`src/rtl/eiop_pkg.sv`:
```
// Package: register map, codes and reset values of the eight-bit port
package eiop_pkg;

	// ------------------------------------------------------------
	// Register byte addresses (APB, byte addresses as printed)
	// ------------------------------------------------------------
	localparam logic [15:0] PIN_DATA_ADDR = 16'hf244;
	localparam logic [15:0] PIN_DIRECTION_ADDR = 16'hf245;
	localparam logic [15:0] DRIVE_SELECT_LOW_ADDR = 16'hf246;
	localparam logic [15:0] DRIVE_SELECT_HIGH_ADDR = 16'hf247;
	localparam logic [15:0] FUNCTION_SELECT_LOW_ADDR = 16'hf248;
	localparam logic [15:0] FUNCTION_SELECT_HIGH_ADDR = 16'hf249;

	// ------------------------------------------------------------
	// Widths and reset values
	// ------------------------------------------------------------
	localparam int PIN_COUNT = 8;
	localparam logic [7:0] REG_RESET = 8'h00;
	localparam logic [1:0] SYNC_RESET = 2'h0;
	localparam logic [4:0] RX_IDLE = 5'h1f;

	// ------------------------------------------------------------
	// Per-pin codes
	// ------------------------------------------------------------
	localparam logic [1:0] DRV_HIZ = 2'h0;
	localparam logic [1:0] DRV_PCH_OD = 2'h1;
	localparam logic [1:0] DRV_NCH_OD = 2'h2;
	localparam logic [1:0] DRV_CMOS = 2'h3;
	localparam logic [1:0] PULL_NONE_A = 2'h0;
	localparam logic [1:0] PULL_DOWN = 2'h1;
	localparam logic [1:0] PULL_UP = 2'h2;
	localparam logic [1:0] FUNC_GPIO = 2'h0;
	localparam logic [1:0] FUNC_SECOND = 2'h1;
	localparam logic [1:0] FUNC_THIRD = 2'h2;
	localparam logic [1:0] FUNC_FOURTH = 2'h3;

	typedef enum logic [1:0] {
		EIOP_IDLE,
		EIOP_ACCESS
	} eiop_state_t;

endpackage : eiop_pkg

```
`src/rtl/eiop_pin_if.sv`:
```
// Interface: configuration and data carried from the register file to the pin logic
`timescale 1ns/1ps
interface eiop_pin_if;
	logic [7:0] data_out;
	logic [7:0] dir_in;
	logic [7:0] drive_lo;
	logic [7:0] drive_hi;
	logic [7:0] func_lo;
	logic [7:0] func_hi;
	logic [7:0] pin_sync;

	modport regs (output data_out, dir_in, drive_lo, drive_hi, func_lo, func_hi, input pin_sync);
	modport pins (input data_out, dir_in, drive_lo, drive_hi, func_lo, func_hi, output pin_sync);
endinterface : eiop_pin_if

```
`src/rtl/eiop_pin_cell.sv`:
```
// One pin: drive, pull and function routing, registered outputs, input synchroniser
`timescale 1ns/1ps
module eiop_pin_cell (
	// Clock and reset
	input wire logic clk,
	input wire logic rst_b,
	// Configuration of this pin
	input wire logic data_bit,
	input wire logic dir_bit,
	input wire logic [1:0] drive_code,
	input wire logic [1:0] func_code,
	// Peripheral side for the selected function
	input wire logic [3:1] func_out_avail,
	input wire logic [3:1] func_out_val,
	input wire logic [3:1] func_oe_val,
	// Pad
	input wire logic pad_in,
	output logic pad_out,
	output logic pad_oe,
	output logic pull_up_en,
	output logic pull_down_en,
	output logic pin_sync
);

	// ------------------------------------------------------------
	// Output value and enable
	// ------------------------------------------------------------
	logic [1:0] sync_q;
	logic pad_out_q;
	logic pad_oe_q;
	logic pu_q;
	logic pd_q;
	logic is_gpio;
	logic func_ok;
	logic src_val;
	logic src_oe;
	logic drv_high;
	logic drv_low;
	logic pad_out_d;
	logic pad_oe_d;

	assign is_gpio = (func_code == eiop_pkg::FUNC_GPIO);
	assign func_ok = !is_gpio && func_out_avail[func_code];
	// Peripheral may drive its own enable, e.g. bidirectional clock or data
	assign src_val = is_gpio ? data_bit : (func_ok ? func_out_val[func_code] : 1'b0);
	assign src_oe = is_gpio ? 1'b1 : (func_ok ? func_oe_val[func_code] : 1'b1);
	assign drv_high = (drive_code == eiop_pkg::DRV_PCH_OD) || (drive_code == eiop_pkg::DRV_CMOS);
	assign drv_low = (drive_code == eiop_pkg::DRV_NCH_OD) || (drive_code == eiop_pkg::DRV_CMOS);
	// Direction picks how the drive code is read
	assign pad_oe_d = !dir_bit && src_oe && (src_val ? drv_high : drv_low);
	assign pad_out_d = src_val;

	always_ff @(posedge clk or negedge rst_b) begin
		if (!rst_b) begin
			pad_out_q <= 1'b0;
			pad_oe_q <= 1'b0;
			pu_q <= 1'b0;
			pd_q <= 1'b0;
			sync_q <= eiop_pkg::SYNC_RESET;
		end else begin
			pad_out_q <= pad_out_d;
			pad_oe_q <= pad_oe_d;
			pu_q <= dir_bit && (drive_code == eiop_pkg::PULL_UP);
			pd_q <= dir_bit && (drive_code == eiop_pkg::PULL_DOWN);
			sync_q <= {sync_q[0], pad_in};
		end
	end

	assign pad_out = pad_out_q;
	assign pad_oe = pad_oe_q;
	assign pull_up_en = pu_q;
	assign pull_down_en = pd_q;
	assign pin_sync = sync_q[1];

endmodule : eiop_pin_cell

```
`src/rtl/eiop_port.sv`:
```
// Top: eight-bit general-purpose port with APB register file
// Operation
// - Eight independent bidirectional pins, one bit per pin in every register.
// - Output pins are driven from the matching data register bit.
// - Written data reads back for pins configured as outputs.
// - Input pins read the sampled pin level instead of stored data.
// - Data bit 0 means low, 1 means high, both directions.
// - Direction 0 is output, 1 is input; resets to output.
// - Output drive codes: hi-z, P open drain, N open drain, CMOS.
// - Input codes: hi-z, pull-down, pull-up, hi-z.
// - All registers reset to zero: outputs, high impedance, data low.
// - Control bits are interpreted according to the current direction.
// - Data and direction byte only; control and function low accept halfwords.
// - Each pin can hand its paths to an on-chip peripheral function.
// - Function code 00 is plain port; other codes select peripherals.
// - Reserved function with output: hi-z or P gives hi-z, else low.
//
// Chosen here: the APB slave port.
`timescale 1ns/1ps
module eiop_port (
	// Clock and reset
	input wire logic clk,
	input wire logic rst_b,
	// APB slave
	input wire logic psel,
	input wire logic penable,
	input wire logic pwrite,
	input wire logic [15:0] paddr,
	input wire logic [31:0] pwdata,
	input wire logic [3:0] pstrb,
	output logic [31:0] prdata,
	output logic pready,
	output logic pslverr,
	// Pads
	input wire logic [7:0] pad_in,
	output logic [7:0] pad_out,
	output logic [7:0] pad_oe,
	output logic [7:0] pull_up_en,
	output logic [7:0] pull_down_en,
	// Peripheral outputs toward the pins
	input wire logic pwm_out_a,
	input wire logic pwm_out_b,
	input wire logic uart_a_transmit,
	input wire logic uart_b_transmit,
	input wire logic sync_serial_out,
	input wire logic sync_serial_clock_out,
	input wire logic sync_serial_clock_oe,
	input wire logic i2c_clock_low,
	input wire logic i2c_data_low,
	// Pin levels toward the peripherals
	output logic uart_a_receive,
	output logic sync_serial_in,
	output logic sync_serial_clock,
	output logic i2c_clock_in,
	output logic i2c_data_in
);

	// ------------------------------------------------------------
	// Register state and bus handshake
	// ------------------------------------------------------------
	eiop_pin_if pif ();
	eiop_pkg::eiop_state_t state_q;
	logic [7:0] data_q;
	logic [7:0] dir_q;
	logic [7:0] drv_lo_q;
	logic [7:0] drv_hi_q;
	logic [7:0] fn_lo_q;
	logic [7:0] fn_hi_q;
	logic [31:0] prdata_q;
	logic pready_q;
	logic pslverr_q;
	logic [4:0] rx_q;

	// Byte lane within the bus word: lane = paddr[1:0]
	logic [1:0] lane;
	logic [7:0] wbyte;
	logic [7:0] wbyte_hi;
	logic sel_data;
	logic sel_dir;
	logic sel_dlo;
	logic sel_dhi;
	logic sel_flo;
	logic sel_fhi;
	logic is_half;
	logic is_byte;
	logic mapped;
	logic size_ok;
	logic access_ok;
	logic wr_ok;
	logic [7:0] data_rd;
	logic [7:0] rd_byte;
	logic [7:0] rd_byte_hi;
	logic [31:0] rd_pair;
	logic [31:0] rd_word;
	logic we_data;
	logic we_dir;
	logic we_dlo;
	logic we_dhi;
	logic we_flo;
	logic we_fhi;
	logic [7:0] drv_hi_d;
	logic [7:0] fn_hi_d;

	assign lane = paddr[1:0];
	// Byte lanes picked by pstrb; one set strobe is byte, two adjacent from an even lane is halfword
	assign is_byte = (pstrb == (4'h1 << lane));
	assign is_half = (pstrb == (4'h3 << lane)) && !lane[0];
	assign wbyte = pwdata[8 * lane +: 8];
	assign wbyte_hi = pwdata[8 * (lane + 2'd1) +: 8];
	assign sel_data = (paddr == eiop_pkg::PIN_DATA_ADDR);
	assign sel_dir = (paddr == eiop_pkg::PIN_DIRECTION_ADDR);
	assign sel_dlo = (paddr == eiop_pkg::DRIVE_SELECT_LOW_ADDR);
	assign sel_dhi = (paddr == eiop_pkg::DRIVE_SELECT_HIGH_ADDR);
	assign sel_flo = (paddr == eiop_pkg::FUNCTION_SELECT_LOW_ADDR);
	assign sel_fhi = (paddr == eiop_pkg::FUNCTION_SELECT_HIGH_ADDR);
	assign mapped = sel_data || sel_dir || sel_dlo || sel_dhi || sel_flo || sel_fhi;
	// Reads ignore pstrb (APB reads carry no strobes); writes need a legal size
	assign size_ok = is_byte || (is_half && (sel_dlo || sel_flo));
	assign access_ok = mapped && (!pwrite || size_ok);
	assign wr_ok = psel && penable && pwrite && access_ok && (state_q == eiop_pkg::EIOP_ACCESS);

	// Inputs read the synchronised pad; outputs read the stored value
	assign data_rd = (dir_q & pif.pin_sync) | (~dir_q & data_q);
	assign rd_byte = sel_data ? data_rd :
		sel_dir ? dir_q :
		sel_dlo ? drv_lo_q :
		sel_dhi ? drv_hi_q :
		sel_flo ? fn_lo_q :
		sel_fhi ? fn_hi_q : 8'h00;
	assign rd_byte_hi = sel_dlo ? drv_hi_q : (sel_flo ? fn_hi_q : 8'h00);
	// Lane placement; upper lanes read zero unless a halfword partner exists
	assign rd_pair = {16'h0000, rd_byte_hi, rd_byte};
	assign rd_word = rd_pair << (8 * lane);

	// ------------------------------------------------------------
	// Write decode: one enable per register
	// ------------------------------------------------------------
	assign we_data = wr_ok && sel_data;
	assign we_dir = wr_ok && sel_dir;
	assign we_dlo = wr_ok && sel_dlo;
	// A halfword at the low byte also lands in its high partner
	assign we_dhi = wr_ok && (sel_dhi || (sel_dlo && is_half));
	assign we_flo = wr_ok && sel_flo;
	assign we_fhi = wr_ok && (sel_fhi || (sel_flo && is_half));
	assign drv_hi_d = sel_dhi ? wbyte : wbyte_hi;
	assign fn_hi_d = sel_fhi ? wbyte : wbyte_hi;

	// ------------------------------------------------------------
	// APB state: one wait state, answer in the second access cycle
	// ------------------------------------------------------------
	always_ff @(posedge clk or negedge rst_b) begin
		if (!rst_b) begin
			state_q <= eiop_pkg::EIOP_IDLE;
			pready_q <= 1'b0;
			pslverr_q <= 1'b0;
			prdata_q <= 32'h00000000;
		end else begin
			case (state_q)
				eiop_pkg::EIOP_IDLE: begin
					pready_q <= 1'b0;
					if (psel && penable && !pready_q) begin
						state_q <= eiop_pkg::EIOP_ACCESS;
						pready_q <= 1'b1;
						pslverr_q <= !access_ok;
						// Read data captured at the same edge that raises pready
						prdata_q <= (!pwrite && access_ok) ? rd_word : 32'h00000000;
					end
				end
				eiop_pkg::EIOP_ACCESS: begin
					state_q <= eiop_pkg::EIOP_IDLE;
					pready_q <= 1'b0;
					pslverr_q <= 1'b0;
				end
				default: begin
					state_q <= eiop_pkg::EIOP_IDLE;
				end
			endcase
		end
	end

	// ------------------------------------------------------------
	// Register writes at the completing edge
	// ------------------------------------------------------------
	always_ff @(posedge clk or negedge rst_b) begin
		if (!rst_b) begin
			data_q <= eiop_pkg::REG_RESET;
			dir_q <= eiop_pkg::REG_RESET;
			drv_lo_q <= eiop_pkg::REG_RESET;
			drv_hi_q <= eiop_pkg::REG_RESET;
			fn_lo_q <= eiop_pkg::REG_RESET;
			fn_hi_q <= eiop_pkg::REG_RESET;
		end else begin
			if (we_data) data_q <= wbyte;
			if (we_dir) dir_q <= wbyte;
			if (we_dlo) drv_lo_q <= wbyte;
			if (we_dhi) drv_hi_q <= drv_hi_d;
			if (we_flo) fn_lo_q <= wbyte;
			if (we_fhi) fn_hi_q <= fn_hi_d;
		end
	end

	// ------------------------------------------------------------
	// Register file toward the pin logic
	// ------------------------------------------------------------
	assign pif.data_out = data_q;
	assign pif.dir_in = dir_q;
	assign pif.drive_lo = drv_lo_q;
	assign pif.drive_hi = drv_hi_q;
	assign pif.func_lo = fn_lo_q;
	assign pif.func_hi = fn_hi_q;

	// ------------------------------------------------------------
	// Function routing per pin (index = function code 1..3)
	// ------------------------------------------------------------
	logic [3:1] f_avail [8];
	logic [3:1] f_val [8];
	logic [3:1] f_oe [8];
	logic [7:0] sync_bits;

	// Input-only functions drive nothing: enable kept low. Open-drain I2C drives low only.
	assign f_avail[0] = 3'b011;
	assign f_val[0] = 3'b000;
	assign f_oe[0] = {1'b0, 1'b0, i2c_data_low};
	assign f_avail[1] = 3'b011;
	assign f_val[1] = {1'b0, sync_serial_clock_out, 1'b0};
	assign f_oe[1] = {1'b0, sync_serial_clock_oe, i2c_clock_low};
	assign f_avail[2] = 3'b011;
	assign f_val[2] = {1'b0, sync_serial_out, 1'b0};
	assign f_oe[2] = 3'b110;
	assign f_avail[3] = 3'b111;
	assign f_val[3] = {uart_b_transmit, pwm_out_a, uart_a_transmit};
	assign f_oe[3] = 3'b111;
	assign f_avail[4] = 3'b010;
	assign f_val[4] = 3'b000;
	assign f_oe[4] = 3'b000;
	assign f_avail[5] = 3'b010;
	assign f_val[5] = {1'b0, sync_serial_clock_out, 1'b0};
	assign f_oe[5] = {1'b0, sync_serial_clock_oe, 1'b0};
	assign f_avail[6] = 3'b010;
	assign f_val[6] = {1'b0, sync_serial_out, 1'b0};
	assign f_oe[6] = 3'b010;
	assign f_avail[7] = 3'b010;
	assign f_val[7] = {1'b0, pwm_out_b, 1'b0};
	assign f_oe[7] = 3'b010;

	genvar gi;
	generate
		for (gi = 0; gi < eiop_pkg::PIN_COUNT; gi++) begin : g_pin
			eiop_pin_cell u_cell (
				.clk(clk),
				.rst_b(rst_b),
				.data_bit(pif.data_out[gi]),
				.dir_bit(pif.dir_in[gi]),
				.drive_code({pif.drive_hi[gi], pif.drive_lo[gi]}),
				.func_code({pif.func_hi[gi], pif.func_lo[gi]}),
				.func_out_avail(f_avail[gi]),
				.func_out_val(f_val[gi]),
				.func_oe_val(f_oe[gi]),
				.pad_in(pad_in[gi]),
				.pad_out(pad_out[gi]),
				.pad_oe(pad_oe[gi]),
				.pull_up_en(pull_up_en[gi]),
				.pull_down_en(pull_down_en[gi]),
				.pin_sync(sync_bits[gi])
			);
		end
	endgenerate

	assign pif.pin_sync = sync_bits;

	// ------------------------------------------------------------
	// Peripheral inputs: pin level when that function is selected, else idle high
	// ------------------------------------------------------------
	logic [4:0] rx_d;

	assign rx_d[0] = ({fn_hi_q[2], fn_lo_q[2]} == eiop_pkg::FUNC_SECOND) ? sync_bits[2] : 1'b1;
	assign rx_d[1] = ({fn_hi_q[0], fn_lo_q[0]} == eiop_pkg::FUNC_THIRD) ? sync_bits[0] :
		(({fn_hi_q[4], fn_lo_q[4]} == eiop_pkg::FUNC_THIRD) ? sync_bits[4] : 1'b1);
	assign rx_d[2] = ({fn_hi_q[1], fn_lo_q[1]} == eiop_pkg::FUNC_THIRD) ? sync_bits[1] :
		(({fn_hi_q[5], fn_lo_q[5]} == eiop_pkg::FUNC_THIRD) ? sync_bits[5] : 1'b1);
	assign rx_d[3] = ({fn_hi_q[1], fn_lo_q[1]} == eiop_pkg::FUNC_SECOND) ? sync_bits[1] : 1'b1;
	assign rx_d[4] = ({fn_hi_q[0], fn_lo_q[0]} == eiop_pkg::FUNC_SECOND) ? sync_bits[0] : 1'b1;

	always_ff @(posedge clk or negedge rst_b) begin
		if (!rst_b) begin
			rx_q <= eiop_pkg::RX_IDLE;
		end else begin
			rx_q <= rx_d;
		end
	end

	assign uart_a_receive = rx_q[0];
	assign sync_serial_in = rx_q[1];
	assign sync_serial_clock = rx_q[2];
	assign i2c_clock_in = rx_q[3];
	assign i2c_data_in = rx_q[4];
	assign prdata = prdata_q;
	assign pready = pready_q;
	assign pslverr = pslverr_q;

endmodule : eiop_port

```
`config.mk`:
```
export PLATFORM = sky130hd
export DESIGN_NAME = eiop_port
export DESIGN_NICKNAME = d
export VERILOG_FILES = /design/src/rtl/eiop_pkg.sv /design/src/rtl/eiop_pin_if.sv /design/src/rtl/eiop_pin_cell.sv /design/src/rtl/eiop_port.sv
export SDC_FILE = /design/constraint.sdc
export NUM_CORES = 1
export LEC_CHECK = 0
export BUFFER_PORTS_ARGS = -buffer_cell sky130_fd_sc_hd__buf_2
export CORE_MARGIN = 2
export CORE_UTILIZATION = 38
export DETAILED_ROUTE_END_ITERATION = 10
export MAX_ROUTING_LAYER = met4
export SETUP_SLACK_MARGIN = 0.02
export SYNTH_ARGS = -nofsm -noshare
export SYNTH_HDL_FRONTEND = slang
export SYNTH_HIERARCHICAL = 1
export SYNTH_SLANG_ARGS = --single-unit
```
`constraint.sdc`:
```
create_clock -name clk -period 5.25 [get_ports clk]
set_input_delay 0.7875 -clock clk [delete_from_list [all_inputs] [get_ports clk]]
set_output_delay 0.7875 -clock clk [all_outputs]
set_load 0.005 [all_outputs]
```
==> reports/results.ini <==
[synth]
async_flop_share_pct=100.0
yosysWarnings=6
synth-edff-count=0
synth_ff_type=dfrtp_1
syn_area_mm2=0.007370
synth_cell_type_count=73
syn-instance-count=733
ys_ff_latch=136
syn_avg_cell_area_um2=10.05
ys_seq_area_share_pct=46.26

[min_path]
hold_path_class=register to register

[timing]
fin_crit_ps=3479
hold_viol_final=0
worst_slew_pin_slew_ps=1273
setup_viol=0
fmax_mhz=287.4
timing.final.crit_share_pct=66.28
slew_viol_final=0
relSlewSlack_pct=14.58
setup_tns_ps=0
rsz0062_at_grt=no
clock-skew-final_ps=19.46

[global_routing]
grt_pass1_wl_mm=33.24
grt_pass1_vias=5947
grt_overflow_total=0
grt_max_degree=100
grt_usage_pct=22.07
antenna_found_initial=2

[clocking]
cts_buffer_depth=2
ctsHoldBuffers=0
clk_latency_ps=430
cts_buffers=17
htreeDepth=4
post-cts-setup-buffer-count=0
cts_sinks=136
path_clk_slew_ps=60
ctsResizeCount=0
cts-root-buf=clkbuf_16
cts_tree=built

[routing]
viasPerCell=5.216
drt_iter0_drc=517
wl_met1_mm=10.13
avgRoutedWirePerCell_um=17.58
detail-route-antenna-nets=0
remaining_drc_errors=0
routed.top_layer=met4
routed_wl_mm=21.53
dr_total_vias=6389
drt-pass1-iter-count=5
wl_met2_mm=9.784
wl_met3_mm=1.306

[power]
switching_share_pct=25.09
max-vdd-ir-drop_uv=211.7
internal_power_uw=1732
p_per_area_mw_per_mm2=253.0
combPwrFrac_pct=7.9
p_seq_share_pct=45.9
switching_power_uw=580.1
p_total_uw=2312
p_clk_share_pct=46.2
power_leakage_uw=0.004245

[floorplan]
dieWidth_um=143.3
ios=145
coreArea_mm2=0.01889
num_rows=50
die_h_um=143.3
initial_core_util_pct=39.01
die_area_mm2=0.02052

[cells_and_area]
final_util_pct=48.38
drive_above_1_share_pct=25.34
area_growth_pct=24.02
instances_no_fill=1225
largest_reg_flops=32
nNetsFinal=1029

[setup_path]
arrival_ps=3720
crit_type=primary input to register
cp-start-kind=primary input
cp_max_fo=16
endpoint_kind=register
critPathRequiredTime_ps=5490

[place]
dp.cells=1192
gp_congestion=0.9071
io_buffers=144
dp_hpwl_mm=15.89

[status]
run_status=complete, no violations

[run]
max-cap-violations=0

final cells by class:
cell class                      count  area (um2)
Sequential cell                   136        3410
Timing Repair Buffer              155       809.5
Tap cell                          260       325.3
Fill cell                        1837        9753
Clock inverter                     12       78.83
Multi-Input combinational cell    636        4050
Inverter                            5       18.77
Antenna cell                        2       5.005
Clock buffer                       19       442.9
cells by family after synthesis:
logic type	Yosys count	share of synthesized area, %
muxes	42	7.368
xor gates and xnor gates	6	0.7131
AOI/OAI and AO/OA	197	18.23
DFF	136	46.26
adders and majority gates	4	0.6791
and+or+nand+nor	303	23.68
buffers and inverters	43	2.954
other	2	0.1019
Yosys cell counts, types with 11 or more instances:
library cell,n,share of area [%]
dfrtp_1,131,44
nand2_1,102,5.2
o21ai_0,64,4.3
nor2_1,48,2.4
a21oi_1,24,1.6
nor2b_1,23,2.0
o21ai_1,19,1.3
clkbuf_1,18,0.92
mux2_2,18,2.8
nand4_1,18,1.5
or4bb_1,17,2.6
a22oi_1,16,1.6
and2_0,16,1.4
mux2i_1,16,2.2
and2_1,12,1.0
buf_2,12,0.81
and3b_1,11,1.3
o21ai_2,11,1.3
critical path, stage by stage:
cell	delay [ps]
buf_2	110
inv_1	60
buf_4	180
ha_1	460
xor2_1	230
or4_1	630
a211oi_4	480
o21ai_1	500
nand2_1	200
o21ai_0	100
metrics by stage:
step	hold WS [ps]	cell area, um2	worst slack, ps
after floorplan	331.2	7677	1604
after global placement	333.9	8613	1467
after detailed placement	335.8	8613	1384
after CTS	349.9	9135	1817
after global routing	352.1	9140	1575
final	347.8	9140	1771
layout by cell type (no fill, tap or decap), types with 6 or more instances in the layout:
| cell type | instances |
|---|---|
| a21oi_1 | 24 |
| a22o_1 | 8 |
| a22oi_1 | 16 |
| and2_0 | 16 |
| and2_1 | 12 |
| and3b_1 | 11 |
| buf_2 | 143 |
| buf_4 | 11 |
| clkbuf_16 | 17 |
| clkinv_2 | 6 |
| conb_1 | 84 |
| dfrtp_1 | 131 |
| mux2_2 | 18 |
| mux2i_1 | 16 |
| mux4_2 | 8 |
| nand2_1 | 102 |
| nand2b_1 | 6 |
| nand4_1 | 18 |
| nand4b_1 | 8 |
| nor2_1 | 48 |
| nor2b_1 | 23 |
| nor3_1 | 8 |
| nor4_1 | 6 |
| o21ai_0 | 64 |
| o21ai_1 | 19 |
| o21ai_2 | 11 |
| or4bb_1 | 17 |
worst paths after layout:
check | from | cells after the start | endpoint | slack, ps
setup / recovery | paddr[0] | 10 | data_q[2] | 1770
hold / removal | g_pin[6].u_cell/sync_q[0] | 0 | g_pin[6].u_cell/sync_q[1] | 350
setup reg to reg | pready | 5 | prdata[3] | 3160
hold reg to reg | g_pin[6].u_cell/sync_q[0] | 0 | g_pin[6].u_cell/sync_q[1] | 350
max in group asynchronous | rst_b | 2 | g_pin[3].u_cell/sync_q[1] | 3760
min in group asynchronous | rst_b | 1 | g_pin[7].u_cell/pad_oe | 470
layer usage:
metal | up-vias | GRT usage, %
met2 | 247 | 32.31
met4 | 0 | 6.605
li1 | 3070 | -
met3 | 17 | 4.292
met5 | - | -
met1 | 3055 | 31.13
power groups by stage:
stage	Sequential [uW]	Combinational [uW]	Clock, uW
2_1_floorplan	1080	99.0	0
3_5_place_dp	1080	182	0
3_3_place_gp	1080	180	0
6_report	1060	183	1070
4_1_cts	1060	182	1080
5_1_grt	1060	205	1130
Power figures use the tool's default switching activity.
